--- src/logic/drive_stop_pkg.sv ---
package drive_stop_pkg;
  localparam int          ADDR_W      = 20;
  localparam int          IDX_W       = 18;
  // Register indices; the byte address is four times the index.
  localparam logic [17:0] IDX_QUICK   = 18'h0605a;
  localparam logic [17:0] IDX_SHUT    = 18'h0605b;
  localparam logic [17:0] IDX_DISOP   = 18'h0605c;
  localparam logic [17:0] IDX_HALT    = 18'h0605d;
  localparam logic [17:0] IDX_EVSTAT  = 18'h06100;
  localparam logic [17:0] IDX_EVMASK  = 18'h06101;
  localparam logic [17:0] IDX_SEQ     = 18'h06102;
  localparam logic [15:0] RST_QUICK   = 16'h0002;
  localparam logic [15:0] RST_SHUT    = 16'h0000;
  localparam logic [15:0] RST_DISOP   = 16'h0001;
  localparam logic [15:0] RST_HALT    = 16'h0001;
  localparam logic [15:0] MAX_QUICK   = 16'h0004;
  localparam logic [15:0] MAX_SHUT    = 16'h0001;
  localparam logic [15:0] MAX_DISOP   = 16'h0001;
  localparam logic [15:0] MAX_HALT    = 16'h0004;
  localparam logic [15:0] OPT_OFF     = 16'h0000;
  localparam logic [15:0] OPT_DEC_NRM = 16'h0001;
  localparam logic [15:0] OPT_DEC_QS  = 16'h0002;
  localparam logic [15:0] OPT_DEC_TL  = 16'h0003;
  localparam logic [7:0]  MODE_PV     = 8'h03;
  localparam logic [7:0]  MODE_PT     = 8'h04;
  localparam logic [7:0]  MODE_HM     = 8'h06;
  localparam logic [7:0]  MODE_IP     = 8'h07;
  localparam logic [7:0]  MODE_CST    = 8'h0a;
  localparam int          CW_HALT     = 8;
  localparam int          SW_TGT      = 10;
  localparam int          SW_B12      = 12;
  localparam int          SW_B13      = 13;
  localparam int          EV_W        = 4;
  localparam int          EV_QUICK    = 0;
  localparam int          EV_SHUT     = 1;
  localparam int          EV_DISOP    = 2;
  localparam int          EV_HALT     = 3;
  localparam logic [3:0]  EVMASK_RST  = 4'h0;
  typedef enum logic [2:0] {
    RATE_NONE, RATE_PROFILE, RATE_HOMING, RATE_QUICK, RATE_TLIM
  } rate_t;
  typedef enum logic [1:0] {END_NONE, END_SOD, END_SON, END_OPEN} end_t;
  typedef enum logic [1:0] {KIND_QUICK, KIND_SHUT, KIND_DISOP, KIND_HALT} kind_t;
  typedef enum logic [1:0] {
    SEQ_IDLE = 2'b00, SEQ_DECEL = 2'b01, SEQ_DONE = 2'b11, SEQ_HALTED = 2'b10
  } seq_t;
endpackage

--- src/logic/drive_stop_status.sv ---
`timescale 1ns/1ps
// Functional notes
// RL1: Interpolated position mode bit 10 shows target reached, or stopped while halt is set.
// RL2: Interpolated position mode bit 12 shows the interpolation flag and bit 13 reads zero.
// RL3: Profile velocity mode bit 10 shows goal speed reached, or stopped while halt is set.
// RL4: Profile velocity mode bit 12 shows zero speed and bit 13 reads zero.
// RL5: Profile torque mode bit 10 shows goal torque reached or stopped, bits 12 and 13 read zero.
// RL6: A quick stop follows its option code 0 to 4, default 2, always ending switch-on-disabled.
// RL7: In torque modes quick stop, shutdown and disable operation always remove servo power.
// RL8: Shutdown follows its option code 0 to 1, default 0, ending switch-on-disabled.
// RL9: Disable operation follows its option code 0 to 1, default 1, then disables.
// RL10: Normal stop rate is the profile object, or the homing object in homing mode.
// RL11: Quick-stop rate selection uses the dedicated quick-stop deceleration object.
// RL12: A set halt bit applies the halt option code 0 to 4, default 1.
// RL13: Halt codes 1, 2 and 3 pick normal, quick-stop or torque-limit rate and stay enabled.
// RL14: Halt in a torque mode ramps the torque reference to zero.
// RL15: Bits 10, 12 and 13 follow the active mode and update with the rest of the word.
module drive_stop_status
  import drive_stop_pkg::*;
(
  input  wire logic              pclk,
  input  wire logic              presetn,
  input  wire logic              psel,
  input  wire logic              penable,
  input  wire logic              pwrite,
  input  wire logic [ADDR_W-1:0] paddr,
  input  wire logic [31:0]       pwdata,
  output logic      [31:0]       prdata,
  output logic                   pready,
  output logic                   pslverr,
  input  wire logic [15:0]       controlword,
  input  wire logic [15:0]       statusword_in,
  input  wire logic [7:0]        mode,
  input  wire logic              target_reached,
  input  wire logic              axis_stopped,
  input  wire logic              interpolation_on_flag,
  input  wire logic              speed_zero,
  input  wire logic              quick_stop_req,
  input  wire logic              shutdown_req,
  input  wire logic              disable_op_req,
  output logic      [15:0]       statusword,
  output rate_t                  decel_rate,
  output logic                   servo_off,
  output end_t                   end_state,
  output logic                   torque_ramp,
  output logic                   irq
);
  logic [IDX_W-1:0] idx;
  logic             setup;
  logic             wr_done;
  logic             hit_err;
  logic [31:0]      rd_val;
  logic [31:0]      prdata_d;
  logic             pready_d;
  logic             pslverr_d;
  logic [15:0]      opt_quick;
  logic [15:0]      opt_shut;
  logic [15:0]      opt_disop;
  logic [15:0]      opt_halt;
  logic             off_quick;
  logic             off_shut;
  logic             off_disop;
  rate_t            rate_quick;
  rate_t            rate_shut;
  rate_t            rate_disop;
  rate_t            rate_halt;
  logic             halt;
  logic             torque_mode;
  logic             take_new;
  seq_t             seq_q;
  seq_t             seq_d;
  kind_t            kind_q;
  kind_t            kind_d;
  rate_t            rate_d;
  end_t             end_d;
  logic [EV_W-1:0]  ev_set;
  logic [EV_W-1:0]  evstat_q;
  logic [EV_W-1:0]  evstat_d;
  logic [EV_W-1:0]  evmask_q;
  logic [EV_W-1:0]  evmask_d;
  logic [15:0]      sw_d;

  assign idx         = paddr[ADDR_W-1:2];
  assign setup       = psel && !penable;
  assign wr_done     = psel && penable && pready && pwrite && !pslverr;
  assign halt        = controlword[CW_HALT];
  assign torque_mode = (mode == MODE_PT) || (mode == MODE_CST);

  option_reg #(.RESET_VAL(RST_QUICK)) u_quick (
    .pclk(pclk), .presetn(presetn), .value_q(opt_quick),
    .we(wr_done && idx == IDX_QUICK), .wdata(pwdata[15:0]));
  option_reg #(.RESET_VAL(RST_SHUT)) u_shut (
    .pclk(pclk), .presetn(presetn), .value_q(opt_shut),
    .we(wr_done && idx == IDX_SHUT), .wdata(pwdata[15:0]));
  option_reg #(.RESET_VAL(RST_DISOP)) u_disop (
    .pclk(pclk), .presetn(presetn), .value_q(opt_disop),
    .we(wr_done && idx == IDX_DISOP), .wdata(pwdata[15:0]));
  option_reg #(.RESET_VAL(RST_HALT)) u_halt (
    .pclk(pclk), .presetn(presetn), .value_q(opt_halt),
    .we(wr_done && idx == IDX_HALT), .wdata(pwdata[15:0]));

  stop_decode #(.MAX_CODE(MAX_QUICK), .IS_HALT(1'b0)) u_dq (
    .code(opt_quick), .mode(mode), .servo_off(off_quick), .rate(rate_quick));
  stop_decode #(.MAX_CODE(MAX_SHUT), .IS_HALT(1'b0)) u_ds (
    .code(opt_shut), .mode(mode), .servo_off(off_shut), .rate(rate_shut));
  stop_decode #(.MAX_CODE(MAX_DISOP), .IS_HALT(1'b0)) u_dd (
    .code(opt_disop), .mode(mode), .servo_off(off_disop), .rate(rate_disop));
  stop_decode #(.MAX_CODE(MAX_HALT), .IS_HALT(1'b1)) u_dh (
    .code(opt_halt), .mode(mode), .servo_off(), .rate(rate_halt));

  // Answer is prepared in the setup cycle so every bus output is a flop.
  always_comb begin
    rd_val  = 32'h0000_0000;
    hit_err = 1'b0;
    if (paddr[1:0] != 2'b00) begin
      hit_err = 1'b1;
    end else if (idx == IDX_QUICK) begin
      rd_val[15:0] = opt_quick;
    end else if (idx == IDX_SHUT) begin
      rd_val[15:0] = opt_shut;
    end else if (idx == IDX_DISOP) begin
      rd_val[15:0] = opt_disop;
    end else if (idx == IDX_HALT) begin
      rd_val[15:0] = opt_halt;
    end else if (idx == IDX_EVSTAT) begin
      rd_val[EV_W-1:0] = evstat_q;
    end else if (idx == IDX_EVMASK) begin
      rd_val[EV_W-1:0] = evmask_q;
    end else if (idx == IDX_SEQ && !pwrite) begin
      rd_val[9:0] = {kind_q, end_state, 1'b0, decel_rate, seq_q};
    end else begin
      hit_err = 1'b1;
    end
    pready_d  = setup;
    pslverr_d = setup && hit_err;
    prdata_d  = (setup && !pwrite && !hit_err) ? rd_val : 32'h0000_0000;
  end

  // Requests from the drive state machine beat a halt in progress.
  always_comb begin
    take_new = (seq_q == SEQ_IDLE || kind_q == KIND_HALT)
               && (quick_stop_req || shutdown_req || disable_op_req);
    seq_d    = seq_q;
    kind_d   = kind_q;
    rate_d   = decel_rate;
    end_d    = end_state;
    ev_set   = '0;
    if (take_new) begin
      if (quick_stop_req) begin
        kind_d = KIND_QUICK; // [RL6]
        end_d  = END_SOD;
        rate_d = rate_quick;
        seq_d  = off_quick ? SEQ_DONE : SEQ_DECEL;
      end else if (shutdown_req) begin
        kind_d = KIND_SHUT; // [RL8]
        end_d  = END_SOD;
        rate_d = rate_shut;
        seq_d  = off_shut ? SEQ_DONE : SEQ_DECEL;
      end else begin
        kind_d = KIND_DISOP; // [RL9]
        end_d  = END_SON;
        rate_d = rate_disop;
        seq_d  = off_disop ? SEQ_DONE : SEQ_DECEL;
      end
      if (seq_d == SEQ_DONE) begin
        rate_d = RATE_NONE;
      end
    end else begin
      case (seq_q)
        SEQ_IDLE: begin
          if (halt) begin
            kind_d = KIND_HALT; // [RL12]
            end_d  = END_OPEN; // [RL13]
            rate_d = rate_halt;
            seq_d  = SEQ_DECEL;
          end
        end
        SEQ_DECEL: begin
          if (kind_q == KIND_HALT && !halt) begin
            rate_d = RATE_NONE;
            seq_d  = SEQ_IDLE;
          end else if (axis_stopped) begin
            rate_d = RATE_NONE;
            seq_d  = (kind_q == KIND_HALT) ? SEQ_HALTED : SEQ_DONE; // [RL13]
          end
        end
        SEQ_HALTED: begin
          if (!halt) begin
            seq_d = SEQ_IDLE;
          end
        end
        default: begin
          seq_d = SEQ_IDLE;
        end
      endcase
    end
    if (seq_d == SEQ_DONE) begin
      ev_set[kind_d] = 1'b1;
    end
    if (seq_d == SEQ_HALTED && seq_q != SEQ_HALTED) begin
      ev_set[EV_HALT] = 1'b1;
    end
  end

  // A set in the same cycle as a write-one-to-clear wins.
  always_comb begin
    evstat_d = evstat_q;
    evmask_d = evmask_q;
    if (wr_done && idx == IDX_EVSTAT) begin
      evstat_d = evstat_q & ~pwdata[EV_W-1:0];
    end
    if (wr_done && idx == IDX_EVMASK) begin
      evmask_d = pwdata[EV_W-1:0];
    end
    evstat_d = evstat_d | ev_set;
  end

  always_comb begin
    sw_d = statusword_in;
    if (mode == MODE_IP) begin
      sw_d[SW_TGT] = halt ? axis_stopped : target_reached; // [RL1] [RL15]
      sw_d[SW_B12] = interpolation_on_flag; // [RL2]
      sw_d[SW_B13] = 1'b0; // [RL2]
    end else if (mode == MODE_PV) begin
      sw_d[SW_TGT] = halt ? axis_stopped : target_reached; // [RL3]
      sw_d[SW_B12] = speed_zero; // [RL4]
      sw_d[SW_B13] = 1'b0; // [RL4]
    end else if (mode == MODE_PT) begin
      sw_d[SW_TGT] = halt ? axis_stopped : target_reached; // [RL5]
      sw_d[SW_B12] = 1'b0; // [RL5]
      sw_d[SW_B13] = 1'b0; // [RL5]
    end
  end

  always_ff @(posedge pclk or negedge presetn) begin
    if (!presetn) begin
      prdata      <= 32'h0000_0000;
      pready      <= 1'b0;
      pslverr     <= 1'b0;
      seq_q       <= SEQ_IDLE;
      kind_q      <= KIND_QUICK;
      decel_rate  <= RATE_NONE;
      end_state   <= END_NONE;
      servo_off   <= 1'b0;
      torque_ramp <= 1'b0;
      evstat_q    <= '0;
      evmask_q    <= EVMASK_RST;
      irq         <= 1'b0;
      statusword  <= 16'h0000;
    end else begin
      prdata      <= prdata_d;
      pready      <= pready_d;
      pslverr     <= pslverr_d;
      seq_q       <= seq_d;
      kind_q      <= kind_d;
      decel_rate  <= rate_d;
      end_state   <= end_d;
      servo_off   <= (seq_d == SEQ_DONE); // [RL7]
      torque_ramp <= halt && torque_mode; // [RL14]
      evstat_q    <= evstat_d;
      evmask_q    <= evmask_d;
      irq         <= |(evstat_d & evmask_d);
      statusword  <= sw_d;
    end
  end
endmodule

--- src/logic/option_reg.sv ---
`timescale 1ns/1ps
module option_reg
  import drive_stop_pkg::*;
#(
  parameter logic [15:0] RESET_VAL = 16'h0000
) (
  input  wire logic        pclk,
  input  wire logic        presetn,
  input  wire logic        we,
  input  wire logic [15:0] wdata,
  output logic      [15:0] value_q
);
  logic [15:0] value_d;

  always_comb begin
    value_d = we ? wdata : value_q;
  end

  always_ff @(posedge pclk or negedge presetn) begin
    if (!presetn) begin
      value_q <= RESET_VAL;
    end else begin
      value_q <= value_d;
    end
  end
endmodule

--- src/logic/stop_decode.sv ---
`timescale 1ns/1ps
module stop_decode
  import drive_stop_pkg::*;
#(
  parameter logic [15:0] MAX_CODE = 16'h0001,
  parameter bit          IS_HALT  = 1'b0
) (
  input  wire logic [15:0] code,
  input  wire logic [7:0]  mode,
  output logic             servo_off,
  output rate_t            rate
);
  logic torque;
  logic homing;

  always_comb begin
    torque    = (mode == MODE_PT) || (mode == MODE_CST);
    homing    = (mode == MODE_HM);
    servo_off = 1'b0;
    rate      = homing ? RATE_HOMING : RATE_PROFILE; // [RL10]
    if (!IS_HALT && torque) begin
      servo_off = 1'b1; // [RL7]
      rate      = RATE_NONE;
    end else if (code > MAX_CODE) begin
      // Out-of-range codes fall back to the safest reaction of each kind.
      servo_off = !IS_HALT;
      if (!IS_HALT) begin
        rate = RATE_NONE;
      end
    end else if (code == OPT_OFF) begin
      // A halt must stay in operation enabled, so code 0 decelerates.
      servo_off = !IS_HALT;
      if (!IS_HALT) begin
        rate = RATE_NONE;
      end
    end else if (code == OPT_DEC_QS) begin
      rate = RATE_QUICK; // [RL11]
    end else if (code == OPT_DEC_TL) begin
      rate = RATE_TLIM;
    end
  end
endmodule

--- config.mk ---
export PLATFORM = sky130hd
export DESIGN_NAME = drive_stop_status
export DESIGN_NICKNAME = d
export VERILOG_FILES = /design/src/logic/drive_stop_pkg.sv /design/src/logic/drive_stop_status.sv /design/src/logic/option_reg.sv /design/src/logic/stop_decode.sv
export SDC_FILE = /design/constraint.sdc
export NUM_CORES = 1
export LEC_CHECK = 0
export BUFFER_PORTS_ARGS = -buffer_cell sky130_fd_sc_hd__buf_4
export CAP_MARGIN = 30
export CORE_AREA = 2 2 111 113
export DETAILED_ROUTE_END_ITERATION = 8
export DIE_AREA = 0 0 113 115
export GPL_TIMING_DRIVEN = 0
export PLACE_DENSITY_LB_ADDON = 0.05
export REMOVE_ABC_BUFFERS = 1
export SETUP_SLACK_MARGIN = 0.15
export SLEW_MARGIN = 10
export SYNTH_ARGS = -nofsm -noshare
export SYNTH_HDL_FRONTEND = slang
export SYNTH_HIERARCHICAL = 1
export SYNTH_SLANG_ARGS = --single-unit
--- constraint.sdc ---
create_clock -name pclk -period 3.25 [get_ports pclk]
set_input_delay 0.4875 -clock pclk [delete_from_list [all_inputs] [get_ports pclk]]
set_output_delay 0.4875 -clock pclk [all_outputs]
set_load 0.02 [all_outputs]
==> run_results.csv, run 1 <==
group,metric,value,unit
global_routing,grt_usage,24.6,%
yosys,synth_cells,528,
cells_and_area,drive_gt1_share,40.1,%
cells_and_area,final_common_cell,"dfrtp_1",
clocking,cts_inserted_buffers,17,
global_routing,antenna_found_initial,0,
route,wl_per_cell,19.1,microns
placed_design,place_congestion,0.817,
clocking,cts_sinks,118,
route,wirelength,15.3,mm
critical_path,cp_slowest_cell,"nor4b_1",
power,p_per_area,525,nW/um^2
route,via_per_inst,5.81,
route,ant_nets,0,
sta,fmax,336,MHz
route,route.detailed.drc,14,
sta,skew,6.61,ps
clocking,h-tree-depth,4,
route,vias,4666,
clocking,root_buffer,"clkbuf_16",
critical_path,startpoint,"u_shut/value_q[15]$_DFFE_PN0P_",
floorplan,core,11800,sq um
cells_and_area,antennaDiodeCount,0,
cells_and_area,final_cell_mix,"dfrtp_1 (115), buf_4 (113), mux2_4 (41), nor2_1 (36), mux2_2 (35)",
run_status,status,"complete, but fails checks",
critical_path,path_max_fanout,4,
critical_path,reg2reg_from,"u_shut/value_q[15]$_DFFE_PN0P_",
global_routing,gr-total-overflow,0,
critical_path,endpoint_kind,"flip-flop",
sta,report.final.slew_viol_count,0,
cells_and_area,final_nets,747,
run_status,violations,"DRC",
floorplan,die_area,13000,sq um
placed_design,portBuffers,114,
cells_and_area,multi_input_area,3030,sq um
sta,period_needed,2980,ps
critical_path,path_buf_inv,0,
critical_path,crit_chain,"nor4b_1 > and4_1 > a21bo_1 > mux2_2 > mux2i_1 > o21ai_0 > a22o_1 > a22oi_1 > o211ai_1",
critical_path,crit_path_start_kind,"flip-flop",
floorplan,row_count,40,
cells_and_area,syn_to_final_growth,25.0,%
power,switchingPower,1.09,mW
min_path,holdCritPathClass,"input port to flip-flop",
critical_path,arrival,3260,ps
route,drtPass1Iterations,8,
global_routing,grt_pass1_vias,4605,
placed_design,dp_hpwl,11.2,mm
floorplan,initial_core_util,53.2,%
sta,setup_viol,0,
sta,final.setup.tns,0,ps
power,swShare,26.4,%
power,peakVddDrop,0.406,mV
floorplan,die_h,115,microns
global_routing,grt_max_degree,88,
critical_path,cp.required,3540,ps
placed_design,dp_slack,-178,ps
yosys,avgSynthCellArea,11.9,sq um
cells_and_area,regArea,2960,sq um
route,dr.first_iter.drc_count,348,
min_path,min-delay-start,"statusword_in[7]",
floorplan,die_w,113,microns
yosys,synth_warnings,6,
clocking,clock_path_buffers,2,
cells_and_area,fill_cells,900,
power,leakage,3.63,nW
critical_path,slowest_delay,480,ps
clocking,cts_tree,"done",
power,p_clk_share,47.0,%
sta,maxSlewHeadroom,41.4,%
sta,hold_viol_final,0,
job,maxCapViolations,0,
sta,period_share,91.5,%
clocking,path_clk_slew,50,ps
sta,worstMarginPinSlew,867,ps
floorplan,io_pins,162,
power,combPwrFrac,13.7,%
yosys,synth_area,6280,sq um
critical_path,criticalPathCategory,"flip-flop to flip-flop",
sta,setup_ws,275,ps
sta,rsz0062_at_grt,"yes",
critical_path,crit_family,"compound AO/OA/AOI/OAI gates",
power,p_int,3.04,mW
clocking,clk-insertion-delay-late,420,ps
global_routing,grt_pass1_wl,24.5,mm
power,p_seq_share,39.4,%
[power by group through the flow]
stage          clock network (mW)  registers, mW  logic, mW
4_1_cts                      1.96           1.62      0.570
2_1_floorplan                   0           1.66      0.264
3_3_place_gp                    0           1.65      0.549
5_1_grt                      2.04           1.63      0.633
6_report                     1.94           1.62      0.564
3_5_place_dp                    0           1.65      0.565
[flip-flops by register name, indices dropped and copies added, names as in the netlist, 2 cells and up]
| name | count |
|---|---|
| decel_rate | 3 |
| end_state | 2 |
| evmask_q | 4 |
| evstat_q | 4 |
| kind_q | 2 |
| prdata | 16 |
| seq_q | 2 |
| statusword | 16 |
| u_disop/value_q | 16 |
| u_halt/value_q | 16 |
| u_quick/value_q | 16 |
| u_shut/value_q | 16 |
[routing by layer]
layer  wire length (microns)  up-vias  global-route usage, %  part of all wire, %
li1                        -     2176                      -                    -
met3                     950       28                   6.33                  6.2
met4                     324        0                   9.51                  2.1
met1                    6850     2284                   32.6                   45
met2                    7210      178                   39.3                   47
met5                       0        -                      0                    0
[area by class of cell]
| type | instances | share of cell area, % |
|---|---|---|
| inverter | 17 | 0.812 |
| sequential | 118 | 37.6 |
| multi-input combinational | 365 | 38.6 |
| clock inverter | 11 | 1.88 |
| tap | 147 | 2.34 |
| clock buffer | 21 | 5.99 |
| timing repair buffer | 124 | 12.7 |
[through the flow]
stage	hold slack (ps)	util [%]	total power [mW]	cells	instance area, sq um
CTS	160	66.4	4.15	803	7840
detailed placement	390	61.0	2.22	770	7210
global route	154	66.5	4.30	803	7850
floorplan	192	-	1.92	500	6010
global placement	517	59.7	2.20	761	7050
finish	175	66.5	4.13	803	7850
[path summary, 6_finish.rpt]
path,slack [ps],cells after the start,to
worst min-delay path,170,1,statusword[7]$_DFF_PN0_
min in group asynchronous,520,2,prdata[8]$_DFF_PN0_
worst max register to register,270,9,irq$_DFF_PN0_
worst max-delay path,270,9,irq$_DFF_PN0_
worst min register to register,530,1,u_shut/value_q[0]$_DFFE_PN0P_
max in group asynchronous,1980,3,u_disop/value_q[0]$_DFFE_PN1P_
[what timing repair did]
item	in CTS	in global routing
setup endpoints to repair	1	10
buffers inserted	0	0
gates cloned	0	0
resized for setup	1	2
hold endpoints to repair	31	0
hold buffers	1	0
(Power assumes the default switching activity.)
==> run 2, diff against run 1 <==
CORE_AREA = 2 2 118 120   (was 2 2 111 113)
DIE_AREA = 0 0 120 122   (was 0 0 113 115)
clock period = 2.55 ns   (was 3.25 ns; I/O delays follow)
==> run_results.csv, run 2 (synthesized netlist as in run 1, its figures left out) <==
group,metric,value,unit
global_routing,grt_max_degree,85,
cells_and_area,layout.cells.non_filler,861,
critical_path,cp.required,2850,ps
cells_and_area,final_cell_mix,"buf_4 (138), dfrtp_1 (115), mux2_4 (41), nor2_1 (36), mux2_2 (35)",
critical_path,criticalPathCategory,"flip-flop to flip-flop",
min_path,hold_path_depth,1,
sta,rsz0062_at_grt,"yes",
sta,report.final.slew_viol_count,0,
floorplan,initial_core_util,46.5,%
sta,maxSlewHeadroom,57.8,%
critical_path,crit_path_start_kind,"flip-flop",
power,peakVddDrop,0.502,mV
route,route.detailed.drc,0,
floorplan,core,13500,sq um
power,p_seq_share,40.8,%
job,maxCapViolations,0,
power,switchingPower,1.43,mW
critical_path,rrSetupSlack,20,ps
floorplan,die_h,122,microns
route,dr.first_iter.drc_count,317,
power,p_per_area,626,nW/um^2
critical_path,endpoint_kind,"flip-flop",
critical_path,path_max_fanout,3,
cells_and_area,antennaDiodeCount,0,
placed_design,dp_hpwl,11.7,mm
placed_design,portBuffers,114,
route,via_per_inst,5.59,
clocking,root_buffer,"clkbuf_16",
run_status,status,"finished, final reports clean",
sta,fmax,395,MHz
global_routing,gr-total-overflow,0,
power,p_clk_share,43.8,%
placed_design,place_congestion,0.805,
critical_path,reg2regPathDepth,9,
placed_design,place_inst,803,
cells_and_area,stdcell_area,8160,sq um
global_routing,antenna_found_initial,0,
route,ant_nets,0,
clocking,cts_inserted_buffers,17,
placed_design,dp_slack,-891,ps
clocking,clock_path_buffers,2,
clocking,cts_sinks,118,
cells_and_area,syn_to_final_growth,29.9,%
cells_and_area,post-route-util,60.4,%
critical_path,arrival,2830,ps
sta,skew,8.09,ps
cells_and_area,drive_gt1_share,44.6,%
floorplan,die_area,14600,sq um
clocking,path_clk_slew,60,ps
cells_and_area,final_nets,772,
placed_design,placed_area,7240,sq um
cells_and_area,fill_cells,1120,
clocking,h-tree-depth,4,
sta,hold_viol_final,0,
route,wirelength,16.3,mm
floorplan,row_count,43,
sta,period_share,99.3,%
cells_and_area,final_common_cell,"buf_4",
route,drtPass1Iterations,5,
floorplan,io_pins,162,
sta,setup_ws,18.7,ps
route,vias,4810,
clocking,clk-insertion-delay-late,420,ps
route,wl_per_cell,19.0,microns
global_routing,grt_usage,23.0,%
clocking,cts_tree,"done",
sta,worstMarginPinSlew,630,ps
min_path,holdCritPathClass,"input port to flip-flop",
sta,final.setup.tns,0,ps
power,combPwrFrac,15.4,%
floorplan,die_w,120,microns
sta,setup_viol,0,
power,swShare,28.0,%
global_routing,grt_pass1_vias,4752,
power,p_int,3.68,mW
sta,period_needed,2530,ps
global_routing,grt_pass1_wl,25.4,mm
power,leakage,3.78,nW
==> run 2: cell types whose count changed in the layout (fill, tap and decap cells not counted), moves of 2 or more <==
cell       before  now
nor4_1          6    3
and4_1          3    1
nor4b_1         5    3
and4_4          0    2
buf_4         113  138
bufinv_16       3    1
nor2_2          2    0
nor2_4          3    5
o21ai_0        13   11
nor4_4          4    6
nor4b_2         1    3
==> run 2: critical path, stage by stage (launching register included) <==
cell and delay [ps]:
dfrtp_1 430, nor4b_2 350, and4_4 290, a21bo_1 200
mux2_2 280, mux2i_4 220, o22ai_2 130, a32o_2 270
a22oi_2 120, o211ai_1 100
==> run 2: what timing repair did <==
action | CTS | global route
hold endpoints to repair | 34 | 0
hold buffers | 1 | 0
pin swaps | 14 | 7
endpoints found under the setup margin | 52 | 57
buffers inserted | 15 | 9
resized for setup | 20 | 10
==> run 2: power by group through the flow <==
stage | combinational (mW) | sequential, mW | clock (mW)
final | 0.787 | 2.08 | 2.24
after global routing | 0.863 | 2.09 | 2.38
after CTS | 0.763 | 2.08 | 2.28
after detailed placement | 0.728 | 2.11 | 0
after global placement | 0.707 | 2.10 | 0
after floorplan | 0.336 | 2.11 | 0
==> run 2: per-layer routing <==
layer / vias to the layer above / GRT usage (%) / wire length [microns]
li1: 2224 / - / -
met1: 2372 / 30.2 / 7170
met2: 185 / 36.8 / 7730
met3: 29 / 5.62 / 994
met4: 0 / 9.41 / 425
met5: - / 0 / 0
==> run 2: cell type report <==
| type | instances | area, sq um | area share (%) |
|---|---|---|---|
| Multi-Input combinational cell | 365 | 3170 | 38.8 |
| Sequential cell | 118 | 2960 | 36.2 |
| Timing Repair Buffer | 149 | 1180 | 14.5 |
| Clock buffer | 21 | 460 | 5.64 |
| Tap cell | 180 | 225 | 2.76 |
| Clock inverter | 11 | 101 | 1.24 |
| Inverter | 17 | 63.8 | 0.782 |
==> run 2: per-stage QoR <==
stage	total power [mW]	hold WS, ps
6_report	5.11	71.2
5_1_grt	5.33	49.7
4_1_cts	5.12	53.8
3_5_place_dp	2.84	298
3_3_place_gp	2.81	493
2_1_floorplan	2.45	86.9
==> run 2: path summary, 6_finish.rpt <==
check / from / end
min in group asynchronous: presetn / u_quick/value_q[10]$_DFFE_PN0P_
hold reg to reg: u_shut/value_q[0]$_DFFE_PN0P_ / u_shut/value_q[0]$_DFFE_PN0P_
setup / recovery: u_shut/value_q[15]$_DFFE_PN0P_ / irq$_DFF_PN0_
setup reg to reg: u_shut/value_q[15]$_DFFE_PN0P_ / irq$_DFF_PN0_
hold / removal: statusword_in[2] / statusword[2]$_DFF_PN0_
max in group asynchronous: presetn / u_halt/value_q[0]$_DFFE_PN1P_
